## config.mk

```make
export PLATFORM = sky130hd
export DESIGN_NAME = rst_mode_ctrl
export DESIGN_NICKNAME = d
export VERILOG_FILES = /design/src/include/rst_mode_pkg.sv /design/src/rtl/rst_mode_ctrl.sv /design/src/rtl/rst_source_merge.sv
export SDC_FILE = /design/constraint.sdc
export NUM_CORES = 1
export LEC_CHECK = 0
export ABC_AREA = 1
export BUFFER_PORTS_ARGS = -buffer_cell sky130_fd_sc_hd__buf_2
export CAP_MARGIN = 25
export CORE_ASPECT_RATIO = 1.4
export CORE_UTILIZATION = 47
export DETAILED_ROUTE_END_ITERATION = 16
export PLACE_DENSITY_LB_ADDON = 0.1
export SYNTH_ARGS = -nofsm -noshare
export SYNTH_HDL_FRONTEND = slang
export SYNTH_SLANG_ARGS = --single-unit
export TNS_END_PERCENT = 10
```

## constraint.sdc

```tcl
create_clock -name clk_in -period 1.5 [get_ports clk_in]
set_input_delay 0.3 -clock clk_in [delete_from_list [all_inputs] [get_ports clk_in]]
set_output_delay 0.3 -clock clk_in [all_outputs]
set_load 0.005 [all_outputs]
```

## src/include/rst_mode_pkg.sv

```systemverilog
// Purpose: constants and types for reset and processor-mode control
// Assumes: one 25 MHz clock, synchronous pin inputs
// Notes: Notes on behaviour below
// Notes on behaviour
// - reset low with boot pin low makes every port pin an input
// - reset low, boot pin high: strobes high, latch low, port 0/1 data inputs
// - reset low, boot pin high: grab ack follows request, bus clock out, wait input
// - boot pin high: reset pin states valid only after internal supply is stable
// - writing 1 to the soft reset bit resets pins, CPU and special registers
// - soft, watchdog and osc-stop resets keep the processor mode field
// - watchdog underflow with reset select set resets the device
// - watchdog reset select is set-only; writing 0 has no effect
// - osc stop with action bit 0 resets and stops the device
// - hardware reset: boot pin low gives single-chip, high gives microprocessor
// - mode codes: 00 single-chip, 01 expansion, 11 microprocessor, 10 reserved
// - writing the mode field switches mode regardless of boot pin
// - hardware reset with boot pin high blocks internal ROM until next such reset
// - mode register writes take effect only with the unlock bit set
// - mode decides access to special regs, RAM, ROM and external area
// - internal wait bit adds one wait state on internal RAM or ROM access
// - mux field 11 in expansion mode frees port bits, limits areas to 256 bytes; code frees port bits only with narrow bus pin high
// - CPU and registers reset at reset pin rise; pins reset while pin is low
// - no reset clears internal RAM
package rst_mode_pkg;
	typedef enum logic [1:0] {
		MODE_SINGLE = 2'h0,
		MODE_EXPAND = 2'h1,
		MODE_RESVD = 2'h2,
		MODE_MICRO = 2'h3
	} proc_mode_t;
	typedef enum logic [1:0] {
		CAUSE_HARD = 2'h0,
		CAUSE_SOFT = 2'h1,
		CAUSE_WDT = 2'h2,
		CAUSE_OSC = 2'h3
	} rst_cause_t;
	localparam int CLK_HZ = 25000000;
	localparam int RST_HOLD_CYCLES = 20;
	localparam logic [7:0] MODE_A_RESET = 8'h00;
	localparam logic [7:0] MODE_B_RESET = 8'h00;
	localparam logic [1:0] MUX_NARROW = 2'h3;
	localparam int SOFT_RESET_POS = 3;
	localparam int MODE_LO_POS = 0;
	localparam int MUX_LO_POS = 4;
	localparam int UPPER_LO_POS = 2;
	localparam int WDT_SEL_POS = 2;
	localparam int INT_WAIT_POS = 7;
	localparam int RST_PULSE_CYCLES = 4;
	localparam logic [7:0] CS_AREA_LIMIT = 8'hFF;
endpackage : rst_mode_pkg

```

## src/rtl/rst_mode_ctrl.sv

```systemverilog
// Purpose: reset sequencing, pin states during reset and processor mode control
// Assumes: register writes arrive as strobe plus byte data; pins synchronous
// Notes: pin outputs expressed as output enable per port bit, plus values for the misc port only
`timescale 1ns/100ps
module rst_mode_ctrl (
	input wire logic clk_in,
	input wire logic rstn_in,
	input wire logic boot_mode_pin_in,
	input wire logic narrow_bus_pin_in,
	input wire logic supply_stable_in,
	input wire logic bus_grab_request_n_in,
	input wire logic wait_extend_n_in,
	input wire logic mode_a_wr_in,
	input wire logic mode_b_wr_in,
	input wire logic protect_wr_in,
	input wire logic [7:0] wr_data_in,
	input wire logic wdt_underflow_in,
	input wire logic osc_stopped_in,
	input wire logic osc_stop_action_bit_in,
	input wire logic mem_req_in,
	input wire logic [1:0] mem_area_in,
	input wire logic [19:0] mem_addr_in,
	output logic cpu_reset_out,
	output logic sfr_reset_out,
	output logic pins_reset_out,
	output logic clock_stop_out,
	output logic vector_fetch_out,
	output rst_mode_pkg::rst_cause_t reset_cause_out,
	output logic [7:0] mode_ctrl_a_out,
	output logic [7:0] mode_ctrl_b_out,
	output logic [7:0] protect_reg_out,
	output rst_mode_pkg::proc_mode_t proc_mode_out,
	output logic rom_blocked_out,
	output logic [7:0] port0_oe_out,
	output logic [7:0] port1_oe_out,
	output logic [7:0] port_misc_oe_out,
	output logic [7:0] port_misc_val_out,
	output logic bus_grab_ack_out,
	output logic bus_clock_out,
	output logic wait_sampled_out,
	output logic port3_io_free_out,
	output logic port4_io_free_out,
	output logic access_ok_out,
	output logic access_wait_out,
	output logic [7:0] cs_area_mask_out
);
	import rst_mode_pkg::*;

	// misc port bit positions for bus control pins during reset
	localparam int PIN_CS0 = 0;
	localparam int PIN_STORE = 1;
	localparam int PIN_UPPER = 2;
	localparam int PIN_READ = 3;
	localparam int PIN_BCLK = 4;
	localparam int PIN_ACK = 5;
	localparam int PIN_ALE = 6;
	localparam int PIN_ADDR = 7;

	// memory areas
	localparam logic [1:0] AREA_SFR = 2'h0;
	localparam logic [1:0] AREA_RAM = 2'h1;
	localparam logic [1:0] AREA_ROM = 2'h2;
	localparam logic [1:0] AREA_EXT = 2'h3;

	function automatic logic area_allowed(input proc_mode_t m, input logic [1:0] area,
			input logic blocked);
		logic ok;
		ok = 1'b0;
		case (area)
			AREA_SFR: ok = 1'b1;
			AREA_RAM: ok = 1'b1;
			AREA_ROM: ok = (m == MODE_SINGLE || m == MODE_EXPAND) && !blocked;
			AREA_EXT: ok = (m == MODE_EXPAND || m == MODE_MICRO);
			default: ok = 1'b0;
		endcase
		return ok;
	endfunction : area_allowed

	function automatic logic is_bus_mode(input proc_mode_t m);
		return (m == MODE_EXPAND || m == MODE_MICRO);
	endfunction : is_bus_mode

	typedef enum {
		ST_PIN_LOW,
		ST_SOFT_HOLD,
		ST_OSC_HALT,
		ST_RUN
	} seq_state_t;

	seq_state_t state_r;
	logic int_reset;
	logic hard_release;
	rst_cause_t cause;
	logic soft_req_r;
	logic wdt_req;
	logic osc_req;
	logic boot_at_reset_r;
	logic run_prev_r;
	logic [1:0] bclk_div_r;
	logic wait_phase_r;
	proc_mode_t mode_wr;
	logic [7:0] a_nxt;
	logic [1:0] mode_nxt;
	logic mode_write_ok;

	assign wdt_req = wdt_underflow_in && mode_ctrl_b_out[WDT_SEL_POS];
	assign osc_req = osc_stopped_in && !osc_stop_action_bit_in;

	rst_source_merge #(
		.PULSE_CYCLES(RST_PULSE_CYCLES)
	) u_merge (
		.clk_in(clk_in),
		.rstn_in(rstn_in),
		.soft_req_in(soft_req_r),
		.wdt_req_in(wdt_req),
		.osc_req_in(osc_req),
		.int_reset_out(int_reset),
		.hard_release_out(hard_release),
		.cause_out(cause)
	);

	// reset sequencer; the pin low phase is the asynchronous reset itself
	always_ff @(posedge clk_in or negedge rstn_in) begin
		if (!rstn_in) begin
			state_r <= ST_PIN_LOW;
		end else begin
			case (state_r)
				ST_PIN_LOW: state_r <= ST_RUN;
				ST_SOFT_HOLD: begin
					if (!int_reset) begin
						state_r <= ST_RUN;
					end
				end
				ST_OSC_HALT: begin
					if (!osc_stopped_in) begin
						state_r <= ST_RUN;
					end
				end
				ST_RUN: begin
					if (osc_req) begin
						state_r <= ST_OSC_HALT;
					end else if (int_reset) begin
						state_r <= ST_SOFT_HOLD;
					end
				end
				default: state_r <= ST_RUN;
			endcase
		end
	end

	always_ff @(posedge clk_in or negedge rstn_in) begin
		if (!rstn_in) begin
			cpu_reset_out <= 1'b1;
			sfr_reset_out <= 1'b1;
			pins_reset_out <= 1'b1;
			clock_stop_out <= 1'b0;
		end else begin
			cpu_reset_out <= int_reset || hard_release || state_r != ST_RUN;
			sfr_reset_out <= int_reset || hard_release;
			pins_reset_out <= int_reset || state_r == ST_OSC_HALT;
			clock_stop_out <= state_r == ST_OSC_HALT || osc_req;
		end
	end

	// one-cycle restart pulse: execution resumes from the reset vector
	always_ff @(posedge clk_in or negedge rstn_in) begin
		if (!rstn_in) begin
			run_prev_r <= 1'b0;
			vector_fetch_out <= 1'b0;
		end else begin
			run_prev_r <= state_r == ST_RUN && !int_reset;
			vector_fetch_out <= (state_r == ST_RUN && !int_reset) && !run_prev_r;
		end
	end

	always_ff @(posedge clk_in or negedge rstn_in) begin
		if (!rstn_in) begin
			reset_cause_out <= CAUSE_HARD;
		end else if (int_reset) begin
			reset_cause_out <= cause;
		end
	end

	// boot pin is caught on the first edge after pin release
	always_ff @(posedge clk_in or negedge rstn_in) begin
		if (!rstn_in) begin
			boot_at_reset_r <= 1'b0;
		end else if (state_r == ST_PIN_LOW) begin
			boot_at_reset_r <= boot_mode_pin_in;
		end
	end

	always_ff @(posedge clk_in or negedge rstn_in) begin
		if (!rstn_in) begin
			protect_reg_out <= 8'h00;
		end else if (sfr_reset_out) begin
			protect_reg_out <= 8'h00;
		end else if (protect_wr_in) begin
			protect_reg_out <= wr_data_in;
		end
	end

	assign mode_write_ok = protect_reg_out[1];
	assign mode_wr = proc_mode_t'(wr_data_in[MODE_LO_POS +: 2]);

	// mode field write; reserved code and expansion-or-microprocessor-with-upper-change are dropped
	always_comb begin
		a_nxt = mode_ctrl_a_out;
		mode_nxt = mode_ctrl_a_out[MODE_LO_POS +: 2];
		if (mode_a_wr_in && mode_write_ok) begin
			a_nxt = wr_data_in;
			a_nxt[SOFT_RESET_POS] = 1'b0;
			if (mode_wr == MODE_RESVD) begin
				mode_nxt = mode_ctrl_a_out[MODE_LO_POS +: 2];
			end else if (is_bus_mode(mode_wr) &&
					wr_data_in[7:UPPER_LO_POS] != mode_ctrl_a_out[7:UPPER_LO_POS]) begin
				mode_nxt = mode_ctrl_a_out[MODE_LO_POS +: 2];
			end else begin
				mode_nxt = wr_data_in[MODE_LO_POS +: 2];
			end
			if (boot_at_reset_r && wr_data_in[MUX_LO_POS +: 2] == MUX_NARROW) begin
				a_nxt[MUX_LO_POS +: 2] = mode_ctrl_a_out[MUX_LO_POS +: 2];
			end
			a_nxt[MODE_LO_POS +: 2] = mode_nxt;
		end
	end

	always_ff @(posedge clk_in or negedge rstn_in) begin
		if (!rstn_in) begin
			mode_ctrl_a_out <= MODE_A_RESET;
			soft_req_r <= 1'b0;
		end else if (state_r == ST_PIN_LOW) begin
			mode_ctrl_a_out <= {6'h00, boot_mode_pin_in ? MODE_MICRO : MODE_SINGLE};
			soft_req_r <= 1'b0;
		end else if (sfr_reset_out) begin
			mode_ctrl_a_out <= {6'h00, mode_ctrl_a_out[MODE_LO_POS +: 2]};
			soft_req_r <= 1'b0;
		end else begin
			mode_ctrl_a_out <= a_nxt;
			soft_req_r <= mode_a_wr_in && mode_write_ok && wr_data_in[SOFT_RESET_POS];
		end
	end

	always_ff @(posedge clk_in or negedge rstn_in) begin
		if (!rstn_in) begin
			mode_ctrl_b_out <= MODE_B_RESET;
		end else if (sfr_reset_out && reset_cause_out == CAUSE_HARD) begin
			mode_ctrl_b_out <= MODE_B_RESET;
		end else if (sfr_reset_out) begin
			// watchdog select is not cleared by the internal resets
			mode_ctrl_b_out <= MODE_B_RESET | (mode_ctrl_b_out & 8'h04);
		end else if (mode_b_wr_in && mode_write_ok) begin
			mode_ctrl_b_out <= {wr_data_in[7:WDT_SEL_POS + 1],
				wr_data_in[WDT_SEL_POS] | mode_ctrl_b_out[WDT_SEL_POS],
				wr_data_in[WDT_SEL_POS - 1:0]};
		end
	end

	always_ff @(posedge clk_in or negedge rstn_in) begin
		if (!rstn_in) begin
			proc_mode_out <= MODE_SINGLE;
			rom_blocked_out <= 1'b0;
		end else begin
			proc_mode_out <= proc_mode_t'(mode_ctrl_a_out[MODE_LO_POS +: 2]);
			rom_blocked_out <= boot_at_reset_r;
		end
	end

	// bus clock divides the system clock by four; it keeps running while the reset
	// pin is low and is held only until the supply is stable
	always_ff @(posedge clk_in) begin
		if (!supply_stable_in) begin
			bclk_div_r <= 2'h0;
			bus_clock_out <= 1'b0;
		end else begin
			bclk_div_r <= bclk_div_r + 2'h1;
			bus_clock_out <= bclk_div_r[1];
		end
	end

	// port direction during and after reset; pins stay inputs until supply is stable
	// no reset pin here: these levels must be driven while the reset pin is held low
	always_ff @(posedge clk_in) begin
		if (!boot_mode_pin_in || !supply_stable_in) begin
			port0_oe_out <= 8'h00;
			port1_oe_out <= 8'h00;
			port_misc_oe_out <= 8'h00;
			port_misc_val_out <= 8'h00;
			bus_grab_ack_out <= 1'b0;
			wait_sampled_out <= 1'b0;
		end else begin
			port0_oe_out <= 8'h00;
			port1_oe_out <= 8'h00;
			port_misc_oe_out <= 8'hFF;
			port_misc_val_out[PIN_CS0] <= 1'b1;
			port_misc_val_out[PIN_STORE] <= 1'b1;
			port_misc_val_out[PIN_UPPER] <= 1'b0;
			port_misc_val_out[PIN_READ] <= 1'b1;
			port_misc_val_out[PIN_BCLK] <= bclk_div_r[1];
			port_misc_val_out[PIN_ACK] <= !bus_grab_request_n_in;
			port_misc_val_out[PIN_ALE] <= 1'b0;
			port_misc_val_out[PIN_ADDR] <= 1'b0;
			bus_grab_ack_out <= !bus_grab_request_n_in;
			wait_sampled_out <= !wait_extend_n_in;
		end
	end

	// narrow mux mode in expansion frees port 3 and 4 bits when the narrow bus pin is high, and shrinks areas
	always_ff @(posedge clk_in or negedge rstn_in) begin
		if (!rstn_in) begin
			port3_io_free_out <= 1'b0;
			port4_io_free_out <= 1'b0;
			cs_area_mask_out <= 8'h00;
		end else begin
			port3_io_free_out <= proc_mode_out == MODE_EXPAND &&
				mode_ctrl_a_out[MUX_LO_POS +: 2] == MUX_NARROW && narrow_bus_pin_in;
			port4_io_free_out <= proc_mode_out == MODE_EXPAND &&
				mode_ctrl_a_out[MUX_LO_POS +: 2] == MUX_NARROW && narrow_bus_pin_in;
			cs_area_mask_out <= (proc_mode_out == MODE_EXPAND &&
				mode_ctrl_a_out[MUX_LO_POS +: 2] == MUX_NARROW) ? CS_AREA_LIMIT : 8'h00;
		end
	end

	// access check with optional single wait on internal memory; RAM never cleared
	always_ff @(posedge clk_in or negedge rstn_in) begin
		if (!rstn_in) begin
			access_ok_out <= 1'b0;
			access_wait_out <= 1'b0;
			wait_phase_r <= 1'b0;
		end else if (mem_req_in && !cpu_reset_out) begin
			access_ok_out <= area_allowed(proc_mode_out, mem_area_in, rom_blocked_out);
			if (mode_ctrl_b_out[INT_WAIT_POS] && (mem_area_in == AREA_RAM ||
					mem_area_in == AREA_ROM) && !wait_phase_r) begin
				access_wait_out <= 1'b1;
				wait_phase_r <= 1'b1;
			end else begin
				access_wait_out <= 1'b0;
				wait_phase_r <= 1'b0;
			end
		end else begin
			access_ok_out <= 1'b0;
			access_wait_out <= 1'b0;
			wait_phase_r <= 1'b0;
		end
	end

	logic unused_addr;
	assign unused_addr = ^mem_addr_in;
endmodule : rst_mode_ctrl

```

## src/rtl/rst_source_merge.sv

```systemverilog
// Purpose: merge reset sources into one internal reset with recorded cause
// Assumes: sources are synchronous pulses, reset pin asynchronous level
// Notes: pulse stretched so every consumer sees it
`timescale 1ns/100ps
module rst_source_merge #(
	parameter int PULSE_CYCLES = rst_mode_pkg::RST_PULSE_CYCLES
) (
	input wire logic clk_in,
	input wire logic rstn_in,
	input wire logic soft_req_in,
	input wire logic wdt_req_in,
	input wire logic osc_req_in,
	output logic int_reset_out,
	output logic hard_release_out,
	output rst_mode_pkg::rst_cause_t cause_out
);
	import rst_mode_pkg::*;
	logic [7:0] cnt_r;
	logic pin_seen_r;
	always_ff @(posedge clk_in or negedge rstn_in) begin
		if (!rstn_in) begin
			pin_seen_r <= 1'b0;
		end else begin
			pin_seen_r <= 1'b1;
		end
	end
	// hard release pulses for one cycle from the first clock edge after the reset pin rises
	always_ff @(posedge clk_in or negedge rstn_in) begin
		if (!rstn_in) begin
			hard_release_out <= 1'b0;
		end else begin
			hard_release_out <= !pin_seen_r;
		end
	end
	always_ff @(posedge clk_in or negedge rstn_in) begin
		if (!rstn_in) begin
			cnt_r <= 8'h00;
			int_reset_out <= 1'b1;
			cause_out <= CAUSE_HARD;
		end else if (cnt_r == 8'h00 && (soft_req_in || wdt_req_in || osc_req_in)) begin
			cnt_r <= 8'(PULSE_CYCLES);
			int_reset_out <= 1'b1;
			if (osc_req_in) begin
				cause_out <= CAUSE_OSC;
			end else if (wdt_req_in) begin
				cause_out <= CAUSE_WDT;
			end else begin
				cause_out <= CAUSE_SOFT;
			end
		end else if (cnt_r != 8'h00) begin
			cnt_r <= cnt_r - 8'h01;
			int_reset_out <= 1'b1;
		end else begin
			int_reset_out <= 1'b0;
		end
	end
endmodule : rst_source_merge

```

* After elaboration in Yosys (flattened, before gate mapping)
Cells that the tools add are included.
** Storage, ports and cells
- Flip-flop bits (word level) :: 114
- Input bits :: 44
- Output and inout port bits :: 81
** Operators by class
- $add $sub $neg :: 2
- Eq/ne operators :: 25
- Muxes and demuxes :: 32
- Bitwise gates (word level) :: 1
- Reductions and logical operators :: 56
** Operators by type and width (count)
- $mux 32 :: 4
- $mux 8 :: 12
- $pmux 32 s3 :: 1
- $eq 32x2->1 const B :: 2
- $eq 32x3->1 const B :: 2
- $eq 32x1->1 const B :: 1
- $logic_not 32->1 :: 1
- $ne 32x3->1 const B :: 1
- $logic_and 1x1->1 :: 17
- $eq 2x2->1 const B :: 7
- $mux 2 :: 6
- $logic_not 1->1 :: 11
- $logic_or 1x1->1 :: 11
- $logic_not 8->1 :: 1
- $ne 2x2->1 const B :: 4
- $reduce_bool 2->1 :: 4
- $reduce_bool 8->1 :: 1
- $sub 8x1->8 const B :: 1
- $mux 1 :: 7
- $eq 2x1->1 const B :: 3
- $logic_not 2->1 :: 3
- $ne 6x6->1 :: 1
- $reduce_bool 3->1 :: 2
- $mux 4 :: 1
- 10 further kinds :: 12

* Longest topological paths before layout
- Depth in word-level cells :: 8
- Gate-level depth with buffers :: 10
- Depth with buffers taken out :: 10

* Modules after synthesis
A second synthesis with hierarchy kept.
** Second synthesis, totals
- Cells, all modules :: 342
- Area, all modules :: 2957.8 um^2
** By module, submodules not included
- rst_mode_ctrl :: instances 1, cells each 263, area each 2309.7 um^2, sequential area each 1194.9 um^2
- rst_source_merge :: instances 1, cells each 79, area each 648.1 um^2, sequential area each 326.6 um^2

* Least setup slack after synthesis
OpenSTA, ideal clock, no wires.
- Path kind :: reg2reg
- From :: register u_merge.cnt_r[0]
- To :: register u_merge.cnt_r[6]
- Setup time :: 0.119 ns
- Arrival :: 1.253 ns
- Slack :: 0.128 ns
- Stages on the path, launching flop included :: 9
- Period minus slack after synthesis :: 1.372 ns
- Path through :: dfrtp_1 -> inv_1 -> ha_1 -> inv_1 -> nor2_4 -> inv_1 -> nor4_2 -> o21ai_0 -> o21a_1
** Between the ends
- Longest elaborated chain between the ends :: 3
- Elaborated cells between the ends (all ways) :: 7
- Classes of those cells :: 1 x add/sub; 2 x mux; 4 x reduce/logical
** RTL lines
- start, declared :: RTL line rst_source_merge.sv:18 : logic [7:0] cnt_r;
- start signal, assigned :: RTL line rst_source_merge.sv:41 : cnt_r <= 8'(PULSE_CYCLES);
- start signal, assigned :: RTL line rst_source_merge.sv:51 : cnt_r <= cnt_r - 8'h01;
- $sub 8x1->8 / $logic_not 8->1 (equally long branches) :: RTL line rst_source_merge.sv:51, rst_source_merge.sv:40
- $mux 8 / $logic_and 1x1->1 (equally long branches) :: RTL line rst_source_merge.sv:50, rst_source_merge.sv:40
- $mux 8 / $reduce_bool 2->1 (equally long branches)
Several ways; a longest one is shown, not always the timed one. The select of a mux whose other input is x is not followed.
A chain may end at the register's enable or synchronous reset.

* Worst setup path after layout
- From :: register u_merge.cnt_r[1]
- To :: register u_merge.cnt_r[6]
The elaborated chain is that of the path after synthesis.

==> metrics.md <==
| Metric | Value |
|---|---|
| Status | `completed` |
| Global route total overflow | `0` |
| Vias in the first global route | `1995` |
| Cell Rows | `33` |
| CP arrival | `1.63 ns` |
| I/O pin cnt | `125` |
| Commonest non-fill, non-tap cell in the layout | `buf_2` |
| Largest net degree at the start of global routing | `26` |
| First-pass GRT wire length | `8820 um` |
| Slowest CP cell | `dfrtp_1` |
| Average size of a mapped cell | `9.08 um^2` |
| Hold Slack | `0.115 ns` |
| Htree depth | `3` |
| Pre-CTS WS | `0.0560 ns` |
| Total of max-cap violations | `0` |
| Critical Path Fanout Max | `3` |
| DRT iter0 DRCs | `80` |
| Total leakage power | `2.00 nW` |
| Critical Path Most Common Cell | `inv_2` |
| DR vias | `2139` |
| Worst setup EP type | `flop` |
| Layout area overhead | `20.6%` |
| Clk Latency, worst-skew pair | `0.33 ns` |
| Worst EP required | `1.72 ns` |
| Synthesized instance count | `318` |
| Initial Util | `0.489` |
| CTS buffer count | `9` |
| Fin util | `0.590` |
| Fin worst setup slack | `0.0872 ns` |
| Peak VDD IR | `0.837 mV` |
| CTS root buffer | `clkbuf_8` |
| Finished Cell Area | `3480 um^2` |
| Core area | `5900 um^2` |
| FMAX | `0.708 GHz` |
| DRT Pass-1 Iters | `5` |
| R2R setup slack | `0.09 ns` |
| Setup violators final | `0` |
| CTS tree | `built` |
| PortBufs | `84` |
| Ys async rst share | `0.887` |
| DR WL/cell | `11.5 um` |
| Final Slew Violations | `0` |
| Post-DP Area | `3210 um^2` |
| Clk sink count | `62` |
| Slowest stage delay, CP | `0.39 ns` |
| Post-synthesis sequential area ratio | `0.527` |
| Worst Hold Class | `in -> reg` |
| Gp weighted congestion | `0.748` |
| Fin nets | `448` |
| Seq cells post-synth | `62` |
| Full die area | `6460 um^2` |
| Routed Wire Length | `5490 um` |
| Bufs on Longest Clock Path | `2` |
| Worst setup SP type | `flop` |
| Die width | `68.2 um` |
| Top FF cell, synth | `dfrtp_1` |
| Commonest cells after routing, fill and taps aside | `84 x buf_2, 73 x nand2_1, 51 x dfrtp_1, 35 x inv_1, 24 x nor2_1` |
| Synth warnings | `0` |
| Post-route ant nets | `0` |
| Hold Fails Final Rpt | `0` |
| Mapped Area | `2890 um^2` |
| Unrepaired setup endpoints after global routing | `no` |
| Setup TNS | `0 ns` |
| Ant diodes | `0` |
| Layout cell share with drive strength beyond 1 | `0.345` |
| Final min period | `1.41 ns` |
| Crit share post-route | `0.942` |
| # DRC | `0` |
| Vias per cell | `4.49` |
| Clock slew at reported path FFs | `0.07 ns` |
| Post-synth EDFFs | `0` |
| Worst Clk Skew | `0.00783 ns` |
| Initial antenna violation count | `0` |
| PwrDens | `1310 nW/um^2` |
| Gr usage total | `0.189` |
| Die Y | `94.7 um` |
| Crit-path cells | `inv_2, ha_1, inv_2, nor2_4, inv_2, nor4_4, o21ai_1, o21a_1` |
| Critical path class | `reg -> reg` |
| Final HPWL DP | `4280 um` |
| Number of distinct library cells after synthesis | `39` |
-- flip-flops by register name (all words and copies together), names as in the netlist, 2 cells and up --
name               count
bclk_div_r             2
mode_ctrl_a_out        7
mode_ctrl_b_out        8
port_misc_val_out      2
proc_mode_out          2
protect_reg_out        8
reset_cause_out        2
state_r                2
u_merge.cause_out      2
u_merge.cnt_r          8
-- worst max-delay path: cells and delay by family (launching register included) --
family          cells  cell delay (ns)
compound gates      2             0.21
buf+inv             3             0.19
fa+ha+maj           1             0.15
simple gates        2             0.38
flops               1             0.39
-- per-layer routing --
layer,part of all wire,track usage,up-vias,wire [um]
li1,-,-,1094,-
met1,0.41,0.217,972,2270
met5,0,0,-,0
met4,0.016,0.0938,0,87
met3,0.057,0.0531,9,312
met2,0.51,0.315,64,2820
-- worst paths after layout --
check | from | endpoint | depth (start not counted)
max | u_merge.cnt_r[1] | u_merge.cnt_r[6] | 8
min | wait_extend_n_in | wait_sampled_out | 2
max reg2reg | u_merge.cnt_r[1] | u_merge.cnt_r[6] | 8
min reg2reg | u_merge.pin_seen_r | u_merge.hard_release_out | 1
max in group asynchronous | rstn_in | u_merge.int_reset_out | 3
min in group asynchronous | rstn_in | vector_fetch_out | 2
-- synth_stat cells (2+ instances only) --
cell type / n / area, um^2
o21a_1: 2 / 15.0
inv_4: 2 / 12.5
xor2_1: 2 / 17.5
o21ai_0: 13 / 65.1
nand3_1: 10 / 50.1
a21oi_1: 7 / 35.0
dfstp_2: 4 / 105
nor2_2: 2 / 12.5
inv_2: 3 / 11.3
nand4_1: 2 / 12.5
xnor2_1: 3 / 26.3
nand2_1: 73 / 274
nor2_1: 24 / 90.1
buf_4: 39 / 293
o21ai_1: 2 / 10.0
nand2_2: 2 / 12.5
a21oi_2: 2 / 17.5
dfxtp_1: 7 / 140
conb_1: 2 / 7.51
dfrtp_1: 51 / 1280
mux2_2: 3 / 33.8
nor3_1: 4 / 20.0
inv_1: 39 / 146
ha_1: 3 / 37.5
nand2_4: 3 / 33.8
-- cell type report --
| class | count | area [um^2] |
|---|---|---|
| repair buffers | 94 | 510 |
| fillers | 541 | 2420 |
| flip-flops and latches | 62 | 1520 |
| multi-input cells | 189 | 962 |
| well taps | 70 | 87.6 |
| inverters | 45 | 175 |
| clock inverters | 4 | 70.1 |
| clock buffers | 12 | 155 |
-- cells by family after synthesis --
kind of cell	share of synthesized area
xor+xnor	0.0152
other cells	0.00260
fa+ha+maj	0.0130
mux	0.0117
buf+inv	0.167
flops	0.527
compound gates	0.0659
simple gates	0.197
-- power by group --
| group | internal [mW] | total, mW | switching (mW) |
|---|---|---|---|
| logic | 0.392 | 0.841 | 0.449 |
| registers | 1.89 | 2.08 | 0.182 |
| clock network | 1.02 | 1.64 | 0.620 |
-- through the flow --
stage	power [mW]	std cells
2_1_floorplan	2.65	337
3_3_place_gp	2.84	455
3_5_place_dp	2.87	455
4_1_cts	4.53	473
5_1_grt	4.81	476
6_report	4.56	476
-- what timing repair did --
action / CTS / global route
resized for setup: 0 / 6
pin swaps: 0 / 2
setup buffers: 1 / 3
hold endpoints to repair: 10 / 0
setup endpoints to repair: 1 / 1
hold buffers: 1 / 0
Power figures use the tool's default switching activity.
